--- src/design/fbm_pkg.sv ---
// Purpose: Constants and types for the flyback mode and protection sequencer
// Assumes: 50 MHz pclk, comparator inputs synchronous to pclk
// Notes: Long counts are overridable parameters of the top module
package fbm_pkg;
    localparam int CLK_MHZ = 50;
    localparam int TW = 27;
    localparam int CW = 4;
    // APB register offsets
    localparam logic [7:0] OFS_CTRL = 8'h00;
    localparam logic [7:0] OFS_STATUS = 8'h04;
    localparam logic [7:0] OFS_FAULT = 8'h08;
    localparam logic [7:0] OFS_FREQ = 8'h0c;
    // Control bits
    localparam int CTRL_CCM = 0;
    localparam int CTRL_OVP_LATCH = 1;
    localparam int CTRL_SD_LATCH = 2;
    localparam int CTRL_UVP_LONG = 3;
    localparam logic [3:0] CTRL_RST = 4'h0;
    // Fault cause bits
    localparam int F_VOVP = 0;
    localparam int F_BRO = 1;
    localparam int F_BIF = 2;
    localparam int F_OTP = 3;
    localparam int F_AOVP = 4;
    localparam int F_AUVP = 5;
    localparam int F_SD = 6;
    localparam int F_CS = 7;
    localparam int NF = 8;
    // Timer and cycle counter indices
    localparam int T_DEEP = 0;
    localparam int T_VOVP = 1;
    localparam int T_BRO = 2;
    localparam int T_SD = 3;
    localparam int T_LAR = 4;
    localparam int T_UBNK = 5;
    localparam int T_BICHK = 6;
    localparam int NT = 7;
    localparam int C_BI = 0;
    localparam int C_AOVP = 1;
    localparam int C_AUVP = 2;
    localparam int C_CS = 3;
    localparam int NC = 4;
    // Times and derived cycle counts
    localparam int AUX_BLANK_NS = 120;
    localparam int AUX_BLANK_CYC = (AUX_BLANK_NS * CLK_MHZ + 999) / 1000;
    localparam int CS_DEB_NS = 300;
    localparam int CS_DEB_CYC = (CS_DEB_NS * CLK_MHZ + 999) / 1000;
    localparam int TON_LIM_NS = 1000;
    localparam int TON_LIM_CYC = TON_LIM_NS * CLK_MHZ / 1000;
    localparam int DEEP_US = 100000;
    localparam int VOVP_US = 100;
    localparam int BRO_US = 50000;
    localparam int SD_US = 100;
    localparam int LAR_US = 1000000;
    localparam int UBNK_US = 50000;
    localparam int BICHK_US = 10000;
    // Switching cycle debounce counts
    localparam logic [CW-1:0] LINE_ON_DEBOUNCE_CYCLES = 4'h4;
    localparam logic [CW-1:0] N_AOVP = 4'h3;
    localparam logic [CW-1:0] N_AUVP = 4'h8;
    localparam logic [CW-1:0] N_CS = 4'h4;
    // Frequency limits in kHz and load breakpoints
    localparam logic [7:0] F_TMO = 8'h19;
    localparam logic [7:0] F_MAX_LL = 8'h96;
    localparam logic [7:0] F_MAX_HL = 8'hc8;
    localparam logic [7:0] F_MAX_CCM = 8'h64;
    localparam logic [7:0] LOAD_LIGHT = 8'h40;
    localparam logic [7:0] LOAD_HEAVY = 8'h80;
    localparam int LOAD_SHIFT = 6;
    typedef enum logic [4:0] {
        ST_CHARGE = 5'b00001,
        ST_RUN = 5'b00010,
        ST_AR = 5'b00100,
        ST_LAR = 5'b01000,
        ST_LATCH = 5'b10000
    } fbm_state_t;
endpackage

--- src/design/fbm_seq.sv ---
// Purpose: Mode and protection sequencer of a quasi-resonant flyback controller
// Assumes: Comparator flags are synchronous to pclk; pwm_req comes from the PWM loop
// Notes: APB3 slave, zero wait states
// Functional notes
// - Stop pulses when feedback drops below burst enter level, each time.
// - Resume above burst exit level; cap peak current at minimum in burst.
// - Feedback below enter level past deep mode delay enters deep mode.
// - Deep mode leaves at once when feedback rises above exit level.
// - Frequency limit: timeout at light, modulated at medium, maximum at heavy load.
// - Frequency limit never above the maximum for present line.
// - Optional continuous conduction at low line, capped at its own limit.
// - Aux sense sampled at end of aux blanking after turn-off.
// - Aux pin clamped during conduction; its current gives line level.
// - Charge path on until turn-on level, then off, switch, check line.
// - No line-on detection after start of switching enters auto-restart.
// - Line-on needs current above level for debounce cycles in conduction.
// - Line current below off level past debounce time is a fault.
// - Supply above over-voltage for debounce time gives auto-restart.
// - Over-temperature stops pulses and enters protection.
// - Aux over-voltage past cycle count stops pulses; restart or latch.
// - Aux under-voltage past cycle count; restart or long restart.
// - Aux under-voltage ignored during start-up blanking.
// - Start-up shutdown threshold first, normal threshold after start-up.
// - Shutdown pin low for debounce time; restart or latch.
// - Current sense short limits on-time; consecutive cycles give restart.
// - Long restart keeps switch off for interval, resumes if supply on.
// - All faults restart; aux OVP and shutdown latchable; UVP long-restartable.
`timescale 1ns/1ps
module fbm_seq
    import fbm_pkg::*;
#(
    parameter int unsigned P_DEEP_CYC = DEEP_US * CLK_MHZ,
    parameter int unsigned P_VOVP_CYC = VOVP_US * CLK_MHZ,
    parameter int unsigned P_BRO_CYC = BRO_US * CLK_MHZ,
    parameter int unsigned P_SD_CYC = SD_US * CLK_MHZ,
    parameter int unsigned P_LAR_CYC = LAR_US * CLK_MHZ,
    parameter int unsigned P_UBNK_CYC = UBNK_US * CLK_MHZ,
    parameter int unsigned P_BICHK_CYC = BICHK_US * CLK_MHZ
) (
    input wire logic pclk,
    input wire logic presetn,
    input wire logic psel,
    input wire logic penable,
    input wire logic pwrite,
    input wire logic [7:0] paddr,
    input wire logic [31:0] pwdata,
    output logic [31:0] prdata,
    output logic pready,
    output logic pslverr,
    input wire logic pwm_req,
    input wire logic [7:0] load_level,
    input wire logic low_line,
    input wire logic fb_below_enter,
    input wire logic fb_above_exit,
    input wire logic vdd_above_on,
    input wire logic vdd_below_uvlo,
    input wire logic vdd_above_ovp,
    input wire logic line_cur_above_on,
    input wire logic line_cur_below_off,
    input wire logic aux_above_ovp,
    input wire logic aux_below_uvp,
    input wire logic otp_hot,
    input wire logic sd_below_start,
    input wire logic sd_below_norm,
    input wire logic cs_below_short,
    output logic gate_on,
    output logic hv_charge_en,
    output logic deep_mode,
    output logic cs_min_cap,
    output logic aux_clamp_en,
    output logic aux_sample,
    output logic ton_limit,
    output logic sd_startup_sel,
    output logic ccm_allowed,
    output logic [7:0] freq_limit
);
    localparam logic [TW-1:0] T_LIM [NT] = '{TW'(P_DEEP_CYC), TW'(P_VOVP_CYC),
        TW'(P_BRO_CYC), TW'(P_SD_CYC), TW'(P_LAR_CYC), TW'(P_UBNK_CYC),
        TW'(P_BICHK_CYC)};
    localparam logic [CW-1:0] C_LIM [NC] = '{LINE_ON_DEBOUNCE_CYCLES, N_AOVP + 4'h1,
        N_AUVP + 4'h1, N_CS};
    localparam logic [7:0] BLANK_LD = 8'(AUX_BLANK_CYC);
    localparam logic [7:0] CS_DEB = 8'(CS_DEB_CYC);
    localparam logic [7:0] TON_LIM = 8'(TON_LIM_CYC);

    fbm_state_t st_reg, st_next;
    logic [3:0] ctrl_reg;
    logic [NF-1:0] fault_reg, f_now, f_other;
    logic [31:0] prdata_reg;
    logic gate_reg, gate_prev_reg, gate_next;
    logic burst_reg, burst_next, deep_reg, cs_min_reg, brown_in_reg;
    logic hv_reg, sd_start_reg, line_hi_reg, line_lo_reg, cs_short_reg;
    logic aux_sample_reg;
    logic [7:0] blank_cnt, ton_cnt, freq_reg, fmax, fmed;
    logic [15:0] fprod;
    logic st_run, on_evt, off_evt, ton_kill, fault_go;
    logic to_latch, to_lar, to_ar, ccm_act, sd_low;
    logic [TW-1:0] t_cnt [NT];
    logic [NT-1:0] t_lvl, t_hit, t_sat;
    logic [CW-1:0] c_cnt [NC];
    logic [NC-1:0] c_evt, c_cond, c_hit;

    assign st_run = (st_reg == ST_RUN);
    assign on_evt = gate_reg & ~gate_prev_reg;
    assign off_evt = gate_prev_reg & ~gate_reg;

    // APB slave
    logic acc, wr_acc, mapped;
    assign acc = psel & penable;
    assign wr_acc = acc & pwrite;
    assign mapped = (paddr == OFS_CTRL) | (paddr == OFS_STATUS) |
                    (paddr == OFS_FAULT) | (paddr == OFS_FREQ);
    assign pready = 1'b1;
    assign pslverr = acc & ~mapped;
    assign prdata = prdata_reg;

    always_ff @(posedge pclk or negedge presetn) begin
        if (!presetn) begin
            ctrl_reg <= CTRL_RST;
        end else if (wr_acc && paddr == OFS_CTRL) begin
            ctrl_reg <= pwdata[3:0];
        end
    end

    // Sticky causes, write one to clear; a new fault wins over the clear
    always_ff @(posedge pclk or negedge presetn) begin
        if (!presetn) begin
            fault_reg <= '0;
        end else if (wr_acc && paddr == OFS_FAULT) begin
            fault_reg <= (fault_reg & ~pwdata[NF-1:0]) | f_now;
        end else begin
            fault_reg <= fault_reg | f_now;
        end
    end

    // Read data captured in the setup cycle
    always_ff @(posedge pclk or negedge presetn) begin
        if (!presetn) begin
            prdata_reg <= '0;
        end else if (psel && !penable && !pwrite) begin
            unique case (paddr)
                OFS_CTRL: prdata_reg <= {28'h0000000, ctrl_reg};
                OFS_STATUS: prdata_reg <= {23'h000000, brown_in_reg, burst_reg,
                    deep_reg, cs_min_reg, st_reg};
                OFS_FAULT: prdata_reg <= {24'h000000, fault_reg};
                OFS_FREQ: prdata_reg <= {24'h000000, freq_reg};
                default: prdata_reg <= '0;
            endcase
        end
    end

    // Time debounce timers, saturating at their limit
    generate
        for (genvar i = 0; i < NT; i++) begin : g_tmr
            always_ff @(posedge pclk or negedge presetn) begin
                if (!presetn) begin
                    t_cnt[i] <= '0;
                end else if (!t_lvl[i]) begin
                    t_cnt[i] <= '0;
                end else if (t_cnt[i] != T_LIM[i]) begin
                    t_cnt[i] <= t_cnt[i] + 1'b1;
                end
            end
            assign t_hit[i] = t_lvl[i] && (t_cnt[i] == T_LIM[i] - 1'b1);
            assign t_sat[i] = (t_cnt[i] == T_LIM[i]);
        end
    endgenerate

    // Consecutive switching cycle counters
    generate
        for (genvar i = 0; i < NC; i++) begin : g_cyc
            always_ff @(posedge pclk or negedge presetn) begin
                if (!presetn) begin
                    c_cnt[i] <= '0;
                end else if (!st_run) begin
                    c_cnt[i] <= '0;
                end else if (c_evt[i] && !c_cond[i]) begin
                    c_cnt[i] <= '0;
                end else if (c_evt[i] && c_cnt[i] != C_LIM[i]) begin
                    c_cnt[i] <= c_cnt[i] + 1'b1;
                end
            end
            assign c_hit[i] = st_run && c_evt[i] && c_cond[i] &&
                              (c_cnt[i] == C_LIM[i] - 1'b1);
        end
    endgenerate

    assign sd_low = sd_start_reg ? sd_below_start : sd_below_norm;
    assign t_lvl[T_DEEP] = st_run & fb_below_enter;
    assign t_lvl[T_VOVP] = st_run & vdd_above_ovp;
    assign t_lvl[T_BRO] = st_run & brown_in_reg & line_lo_reg;
    assign t_lvl[T_SD] = st_run & sd_low;
    assign t_lvl[T_LAR] = (st_reg == ST_LAR);
    assign t_lvl[T_UBNK] = st_run;
    assign t_lvl[T_BICHK] = st_run & ~brown_in_reg;

    assign c_evt[C_BI] = off_evt;
    assign c_cond[C_BI] = line_hi_reg;
    assign c_evt[C_AOVP] = aux_sample_reg;
    assign c_cond[C_AOVP] = aux_above_ovp;
    assign c_evt[C_AUVP] = aux_sample_reg & t_sat[T_UBNK];
    assign c_cond[C_AUVP] = aux_below_uvp;
    assign c_evt[C_CS] = off_evt;
    assign c_cond[C_CS] = cs_short_reg;

    // Fault sources, live only while running
    always_comb begin
        f_now = '0;
        f_now[F_VOVP] = t_hit[T_VOVP];
        f_now[F_BRO] = t_hit[T_BRO];
        f_now[F_BIF] = t_hit[T_BICHK];
        f_now[F_OTP] = st_run & otp_hot;
        f_now[F_AOVP] = c_hit[C_AOVP];
        f_now[F_AUVP] = c_hit[C_AUVP];
        f_now[F_SD] = t_hit[T_SD];
        f_now[F_CS] = c_hit[C_CS];
        f_other = f_now;
        f_other[F_AUVP] = 1'b0;
    end

    // Response selection
    assign fault_go = |f_now;
    assign to_latch = (f_now[F_AOVP] & ctrl_reg[CTRL_OVP_LATCH]) |
                      (f_now[F_SD] & ctrl_reg[CTRL_SD_LATCH]);
    assign to_lar = f_now[F_AUVP] & ctrl_reg[CTRL_UVP_LONG] & ~(|f_other);
    assign to_ar = fault_go & ~to_latch & ~to_lar;

    always_comb begin
        st_next = st_reg;
        unique case (st_reg)
            ST_CHARGE: begin
                if (vdd_above_on) st_next = ST_RUN;
            end
            ST_RUN: begin
                if (vdd_below_uvlo) st_next = ST_CHARGE;
                else if (to_latch) st_next = ST_LATCH;
                else if (to_ar) st_next = ST_AR;
                else if (to_lar) st_next = ST_LAR;
            end
            ST_AR: begin
                if (vdd_below_uvlo) st_next = ST_CHARGE;
            end
            ST_LAR: begin
                if (t_hit[T_LAR]) begin
                    st_next = vdd_above_on ? ST_RUN : ST_CHARGE;
                end
            end
            ST_LATCH: begin
                if (vdd_below_uvlo) st_next = ST_CHARGE;
            end
        endcase
    end

    always_ff @(posedge pclk or negedge presetn) begin
        if (!presetn) begin
            st_reg <= ST_CHARGE;
            hv_reg <= 1'b1;
        end else begin
            st_reg <= st_next;
            hv_reg <= (st_next == ST_CHARGE);
        end
    end

    // Start-up threshold until the start-up blanking has run out
    always_ff @(posedge pclk or negedge presetn) begin
        if (!presetn) begin
            sd_start_reg <= 1'b1;
        end else if (st_next == ST_CHARGE) begin
            sd_start_reg <= 1'b1;
        end else if (t_sat[T_UBNK]) begin
            sd_start_reg <= 1'b0;
        end
    end

    // Line-on flag, dropped for each new start-up
    always_ff @(posedge pclk or negedge presetn) begin
        if (!presetn) begin
            brown_in_reg <= 1'b0;
        end else if (st_next == ST_CHARGE) begin
            brown_in_reg <= 1'b0;
        end else if (c_hit[C_BI]) begin
            brown_in_reg <= 1'b1;
        end
    end

    // Line current seen while clamped in conduction
    always_ff @(posedge pclk or negedge presetn) begin
        if (!presetn) begin
            line_hi_reg <= 1'b0;
            line_lo_reg <= 1'b0;
        end else if (gate_reg) begin
            line_hi_reg <= on_evt ? line_cur_above_on : (line_hi_reg | line_cur_above_on);
            line_lo_reg <= line_cur_below_off;
        end
    end

    // Burst and deep mode
    always_comb begin
        burst_next = burst_reg;
        if (fb_above_exit) burst_next = 1'b0;
        else if (fb_below_enter) burst_next = 1'b1;
    end

    always_ff @(posedge pclk or negedge presetn) begin
        if (!presetn) begin
            burst_reg <= 1'b0;
        end else begin
            burst_reg <= burst_next;
        end
    end

    always_ff @(posedge pclk or negedge presetn) begin
        if (!presetn) begin
            deep_reg <= 1'b0;
        end else if (fb_above_exit || !st_run) begin
            deep_reg <= 1'b0;
        end else if (t_hit[T_DEEP]) begin
            deep_reg <= 1'b1;
        end
    end

    always_ff @(posedge pclk or negedge presetn) begin
        if (!presetn) begin
            cs_min_reg <= 1'b0;
        end else if (burst_next) begin
            cs_min_reg <= 1'b1;
        end else if (load_level >= LOAD_LIGHT) begin
            cs_min_reg <= 1'b0;
        end
    end

    // On-time counter and current sense short check
    always_ff @(posedge pclk or negedge presetn) begin
        if (!presetn) begin
            ton_cnt <= '0;
        end else if (!gate_reg) begin
            ton_cnt <= '0;
        end else if (ton_cnt != 8'hff) begin
            ton_cnt <= ton_cnt + 1'b1;
        end
    end

    always_ff @(posedge pclk or negedge presetn) begin
        if (!presetn) begin
            cs_short_reg <= 1'b0;
        end else if (on_evt) begin
            cs_short_reg <= 1'b0;
        end else if (gate_reg && ton_cnt == CS_DEB - 1'b1 && cs_below_short) begin
            cs_short_reg <= 1'b1;
        end
    end

    assign ton_kill = cs_short_reg & (ton_cnt >= TON_LIM - 1'b1);

    // Gate drive
    assign gate_next = pwm_req & st_run & ~burst_next & ~ton_kill &
                       ~fault_go & ~vdd_below_uvlo;

    always_ff @(posedge pclk or negedge presetn) begin
        if (!presetn) begin
            gate_reg <= 1'b0;
            gate_prev_reg <= 1'b0;
        end else begin
            gate_reg <= gate_next;
            gate_prev_reg <= gate_reg;
        end
    end

    // Aux blanking after turn-off, one sample at its end
    always_ff @(posedge pclk or negedge presetn) begin
        if (!presetn) begin
            blank_cnt <= '0;
            aux_sample_reg <= 1'b0;
        end else begin
            aux_sample_reg <= !gate_reg && blank_cnt == 8'h01;
            if (gate_reg) blank_cnt <= '0;
            else if (off_evt) blank_cnt <= BLANK_LD;
            else if (blank_cnt != 8'h00) blank_cnt <= blank_cnt - 1'b1;
        end
    end

    // Frequency limit fold-back
    assign ccm_act = ctrl_reg[CTRL_CCM] & low_line;
    assign fmax = ccm_act ? F_MAX_CCM : (low_line ? F_MAX_LL : F_MAX_HL);
    assign fprod = 16'(fmax - F_TMO) * 16'(load_level - LOAD_LIGHT);
    assign fmed = F_TMO + fprod[LOAD_SHIFT+7:LOAD_SHIFT];

    always_ff @(posedge pclk or negedge presetn) begin
        if (!presetn) begin
            freq_reg <= F_TMO;
        end else if (load_level < LOAD_LIGHT) begin
            freq_reg <= F_TMO;
        end else if (load_level >= LOAD_HEAVY) begin
            freq_reg <= fmax;
        end else begin
            freq_reg <= fmed;
        end
    end

    assign gate_on = gate_reg;
    assign hv_charge_en = hv_reg;
    assign deep_mode = deep_reg;
    assign cs_min_cap = cs_min_reg;
    assign aux_clamp_en = gate_reg;
    assign aux_sample = aux_sample_reg;
    assign ton_limit = cs_short_reg;
    assign sd_startup_sel = sd_start_reg;
    assign ccm_allowed = ccm_act;
    assign freq_limit = freq_reg;
endmodule

--- config.mk ---
export PLATFORM = sky130hd
export DESIGN_NAME = fbm_seq
export DESIGN_NICKNAME = d
export VERILOG_FILES = /design/src/design/fbm_pkg.sv /design/src/design/fbm_seq.sv
export SDC_FILE = /design/constraint.sdc
export NUM_CORES = 1
export LEC_CHECK = 0
export BUFFER_PORTS_ARGS = -buffer_cell sky130_fd_sc_hd__buf_4
export CORE_MARGIN = 8
export CORE_UTILIZATION = 25
export DETAILED_ROUTE_END_ITERATION = 7
export GPL_TIMING_DRIVEN = 0
export REMOVE_ABC_BUFFERS = 1
export SYNTH_ARGS = -nofsm -noshare
export SYNTH_HDL_FRONTEND = slang
export SYNTH_SLANG_ARGS = --single-unit
--- constraint.sdc ---
create_clock -name pclk -period 11.1 [get_ports pclk]
set_clock_uncertainty 0.05 [all_clocks]
set_input_delay 1.11 -clock pclk [delete_from_list [all_inputs] [get_ports pclk]]
set_output_delay 1.11 -clock pclk [all_outputs]
set_load 0.03 [all_outputs]
==> results by group <==
Outcome
  • Status: finished clean

Critical path
  • Worst Path Class, Setup: primary input to register
  • Critical path data required time: roughly 12 ns
  • Worst path bufs/invs: 5
  • Worst-path cell with the longest stage delay: nor2b_1
  • Startpoint kind of the worst setup timing path: primary input
  • Critical path endpoint category: register
  • CP dominant cell by count: fa_1
  • Highest cell delay on the worst timing path: between 0.7 and 0.8 ns
  • Maximum fanout encountered on the critical timing path: 19
  • Critical Path, Cell by Cell: buf_4 > nor2b_1 > and2_1 > fa_1 > inv_1 > fa_1 > inv_1 > fa_1 > fa_1 > inv_1 > fa_1 > inv_1 > ha_1 > nand3_1 > nor4_2 > nor2_1 > a211oi_1 > o2111ai_1 > xnor3_1 > a211oi_1
  • Delay-heaviest family, CP: adder cells
  • Arrival @ worst endpoint: between 7 and 8 ns

STA
  • Final-report hold violation count: 0
  • Rel. slew slack: around 18%
  • Least-Margin Pin Slew: between 1 and 1.5 ns
  • Max frequency: about 0.14 GHz
  • Number of max-slew violations in the final report: 0
  • Min Tclk post-route: 6.90 ns
  • TNS Setup: 0 ns
  • Share of the clock period used by the worst path after layout: between 60% and 70%
  • Setup repair after global routing missed its margin: false
  • Endpoints failing setup: 0

Detailed routing
  • Per-cell via count in the routed design: roughly 4.5
  • Antenna-violating nets left: 0
  • Initial DRC count: around 790
  • WL/cell: 14.2 µm
  • First-pass detailed-route iteration total: 5
  • Total vias in the final route: about 12000
  • Final wirelength: around 38 mm
  • Number of remaining DRC errors: 0

Worst hold path
  • Type of the most critical hold path: primary input to async pin

Final layout
  • Fraction of layout cells with a size suffix above 1: about a tenth
  • Fill count: ~6700
  • Max FFs per register: ~190
  • Post-route core utilization: 28.9%
  • Nets: a little under 2000
  • Final Non-Filler Cells: 2652
  • Area Growth Syn to Fin: 15.4%
  • Post-layout instance area: around 19000 µm²

Power and ir drop
  • IR Drop Worst-Case VDD: around 0.12 mV
  • PwrDens: 197 nW/µm²
  • Combinational power share: around two fifths
  • Clock network fraction of design power: about 29%
  • Static power due to leakage: approximately 7.8 nW
  • Net switching power of the design: ~1.3 mW
  • Net Sw Frac: 36.2%
  • Relative contribution of sequential cells to total power: between 30% and 40%
  • Int Power: around 2.3 mW

CTS
  • Quantity of hold-fixing buffers added after cts: 0
  • Clock-pin slew on the worst setup and hold paths: around 0.060 ns
  • Cell chosen for the clock root: clkbuf_16
  • Clk_lat worst skew: about 0.57 ns
  • Post-CTS resize count: 0
  • H-tree lvl count: 1
  • TritonCTS clock tree: built
  • Buffer depth of the longest clock path: 3
  • Number of setup buffers added after CTS: 0
  • Total CTS buffers: 31
  • Sinks on Clock Net: approximately 270

Place
  • DP Cell Count: between 2000 and 3000
  • Number of port buffers: 70
  • Gp weighted congestion: between 0.8 and 0.9
  • Area of placed instances: between 15000 and 20000 µm²
  • Half-perimeter wire length after placement: about 28 mm

Logic synthesis
  • Top FF cell, synth: dfrtp_1
  • Portion of the post-synthesis area used by sequential elements: a little over two fifths
  • Fraction of post-synthesis cell area in the top cell type by area: 40.7%
  • Cell type with the largest total area after synthesis: dfrtp_1
  • Synth Cell Area: 16000 µm²
  • Seq cells post-synth: approximately 270
  • Dominant cells by area after synthesis: dfrtp_1 41%, xor2_1 6.6%, nor2_1 6.2%
  • EDFF count, synth: 0
  • Most instantiated library cell after synthesis: nor2_1
  • Leading post-synthesis cells by instance count: 265 x nor2_1, 261 x dfrtp_1, 148 x nand2_1
  • Fraction of registers with async set or reset after synthesis: 100%
  • Count of synthesis-stage warnings from yosys: 0
  • Number of distinct library cell variants in the gate-level netlist after synthesis: between 70 and 80
  • Count of mapped cells out of synthesis: approximately 1700
  • Average footprint of a synthesized cell: ~9.4 µm²

GRT
  • Global routing usage summed across all routing layers: about a tenth
  • Global-route wire length before repair: 61.9 mm
  • Global-route congestion overflow total: 0
  • Largest net degree at the start of global routing: roughly 110
  • Vias in the first global route: roughly 12000
  • Antenna violations before repair: 6

Floorplanning
  • Vertical die dimension: ~270 µm
  • Std-Cell Core Area: 64000 µm²
  • IO Pins: roughly 120
  • Die Footprint: approximately 73000 µm²
  • # rows: 93
  • Effective utilization at floorplan: between 20 and 30%
  • Floorplan die width: roughly 270 µm

Job
  • Max-cap violations: 0
==> cell type report <==
| cell class | instances | area (µm²) | area share, % |
|---|---|---|---|
| clock buffers | 44 | 895 | 4.83 |
| repair buffers | 72 | 588 | 3.18 |
| flip-flops and latches | 267 | 6690 | 36.1 |
| multi-input cells | 1296 | 8710 | 47.0 |
| well taps | 855 | 1070 | 5.78 |
| diodes | 4 | 10.0 | 0.0541 |
| clock inverters | 12 | 170 | 0.919 |
| inverters | 102 | 383 | 2.07 |
==> routing by layer <==
metal | GRT usage (%) | up-vias | routed length, µm | part of all wire, %
met5 | 0 | - | 27 | 0.072
met4 | 2.54 | 4 | 706 | 1.9
met3 | 2.26 | 42 | 2090 | 5.6
met2 | 16.2 | 203 | 17100 | 45
met1 | 13.4 | 5903 | 17700 | 47
li1 | - | 5835 | - | -
==> final timing paths <==
kind / startpoint / endpoint / slack [ns] / cells after the start
max: low_line / freq_limit[7]$_DFF_PN0_ / 4.20 / 20
min: presetn / t_cnt[177]$_DFFE_PN0P_ / 0.41 / 1
max reg2reg: ctrl_reg[0]$_DFFE_PN0P_ / freq_limit[7]$_DFF_PN0_ / 4.47 / 19
min reg2reg: fault_reg[2]$_DFF_PN0_ / fault_reg[2]$_DFF_PN0_ / 0.43 / 2
max in group asynchronous: presetn / t_cnt[129]$_DFFE_PN0P_ / 9.24 / 3
min in group pclk: fault_reg[2]$_DFF_PN0_ / fault_reg[2]$_DFF_PN0_ / 0.43 / 2
==> kinds of logic after synthesis <==
family / after synthesis / synth area share, %
AND/OR/NAND/NOR: 790 / 24.5
flip-flops: 267 / 41.7
XOR/XNOR: 186 / 10.2
buffers and inverters: 170 / 4.77
AO/OA/AOI/OAI: 151 / 6.01
adder cells (fa/ha/maj): 107 / 10.6
multiplexers: 28 / 2.17
other: 2 / 0.0468
==> placed cells by master, fill, tap and decap left out, types with 6 or more instances in the layout <==
cell and n:
a211oi_1 9, a21oi_1 40, and2_1 19, and3_1 37, and4_1 7, buf_4 69
clkbuf_1 6, clkbuf_16 31, clkbuf_8 7, conb_1 34, dfrtp_1 261, dfstp_2 6
fa_1 48, ha_1 59, inv_1 101, mux2_2 11, mux2i_1 13, nand2_1 148
nand2b_1 9, nand3_1 89, nand4_1 40, nor2_1 265, nor2b_1 16, nor3_1 49
nor4_1 26, nor4b_1 16, nor4bb_1 7, o21ai_0 47, or2_2 10, or3_1 28
xnor2_1 64, xor2_1 121
==> metrics by stage <==
| step | hold WS [ns] | power (mW) | setup slack (ns) |
|---|---|---|---|
| detailed placement | 0.414 | 2.61 | 3.65 |
| finish | 0.405 | 3.65 | 4.20 |
| global route | 0.423 | 3.90 | 3.73 |
| global placement | 0.409 | 2.56 | 3.68 |
| CTS | 0.414 | 3.69 | 4.23 |
| floorplan | 0.390 | 2.23 | 4.63 |
==> power groups by stage <==
stage                     clock (mW)  combinational [mW]  sequential [mW]
after floorplan                    0                1.09             1.14
after global placement             0                1.43             1.13
after detailed placement           0                1.47             1.13
after CTS                       1.09                1.48             1.11
after global routing            1.13                1.65             1.12
final                           1.06                1.48             1.12
Power figures use the tool's default switching activity.
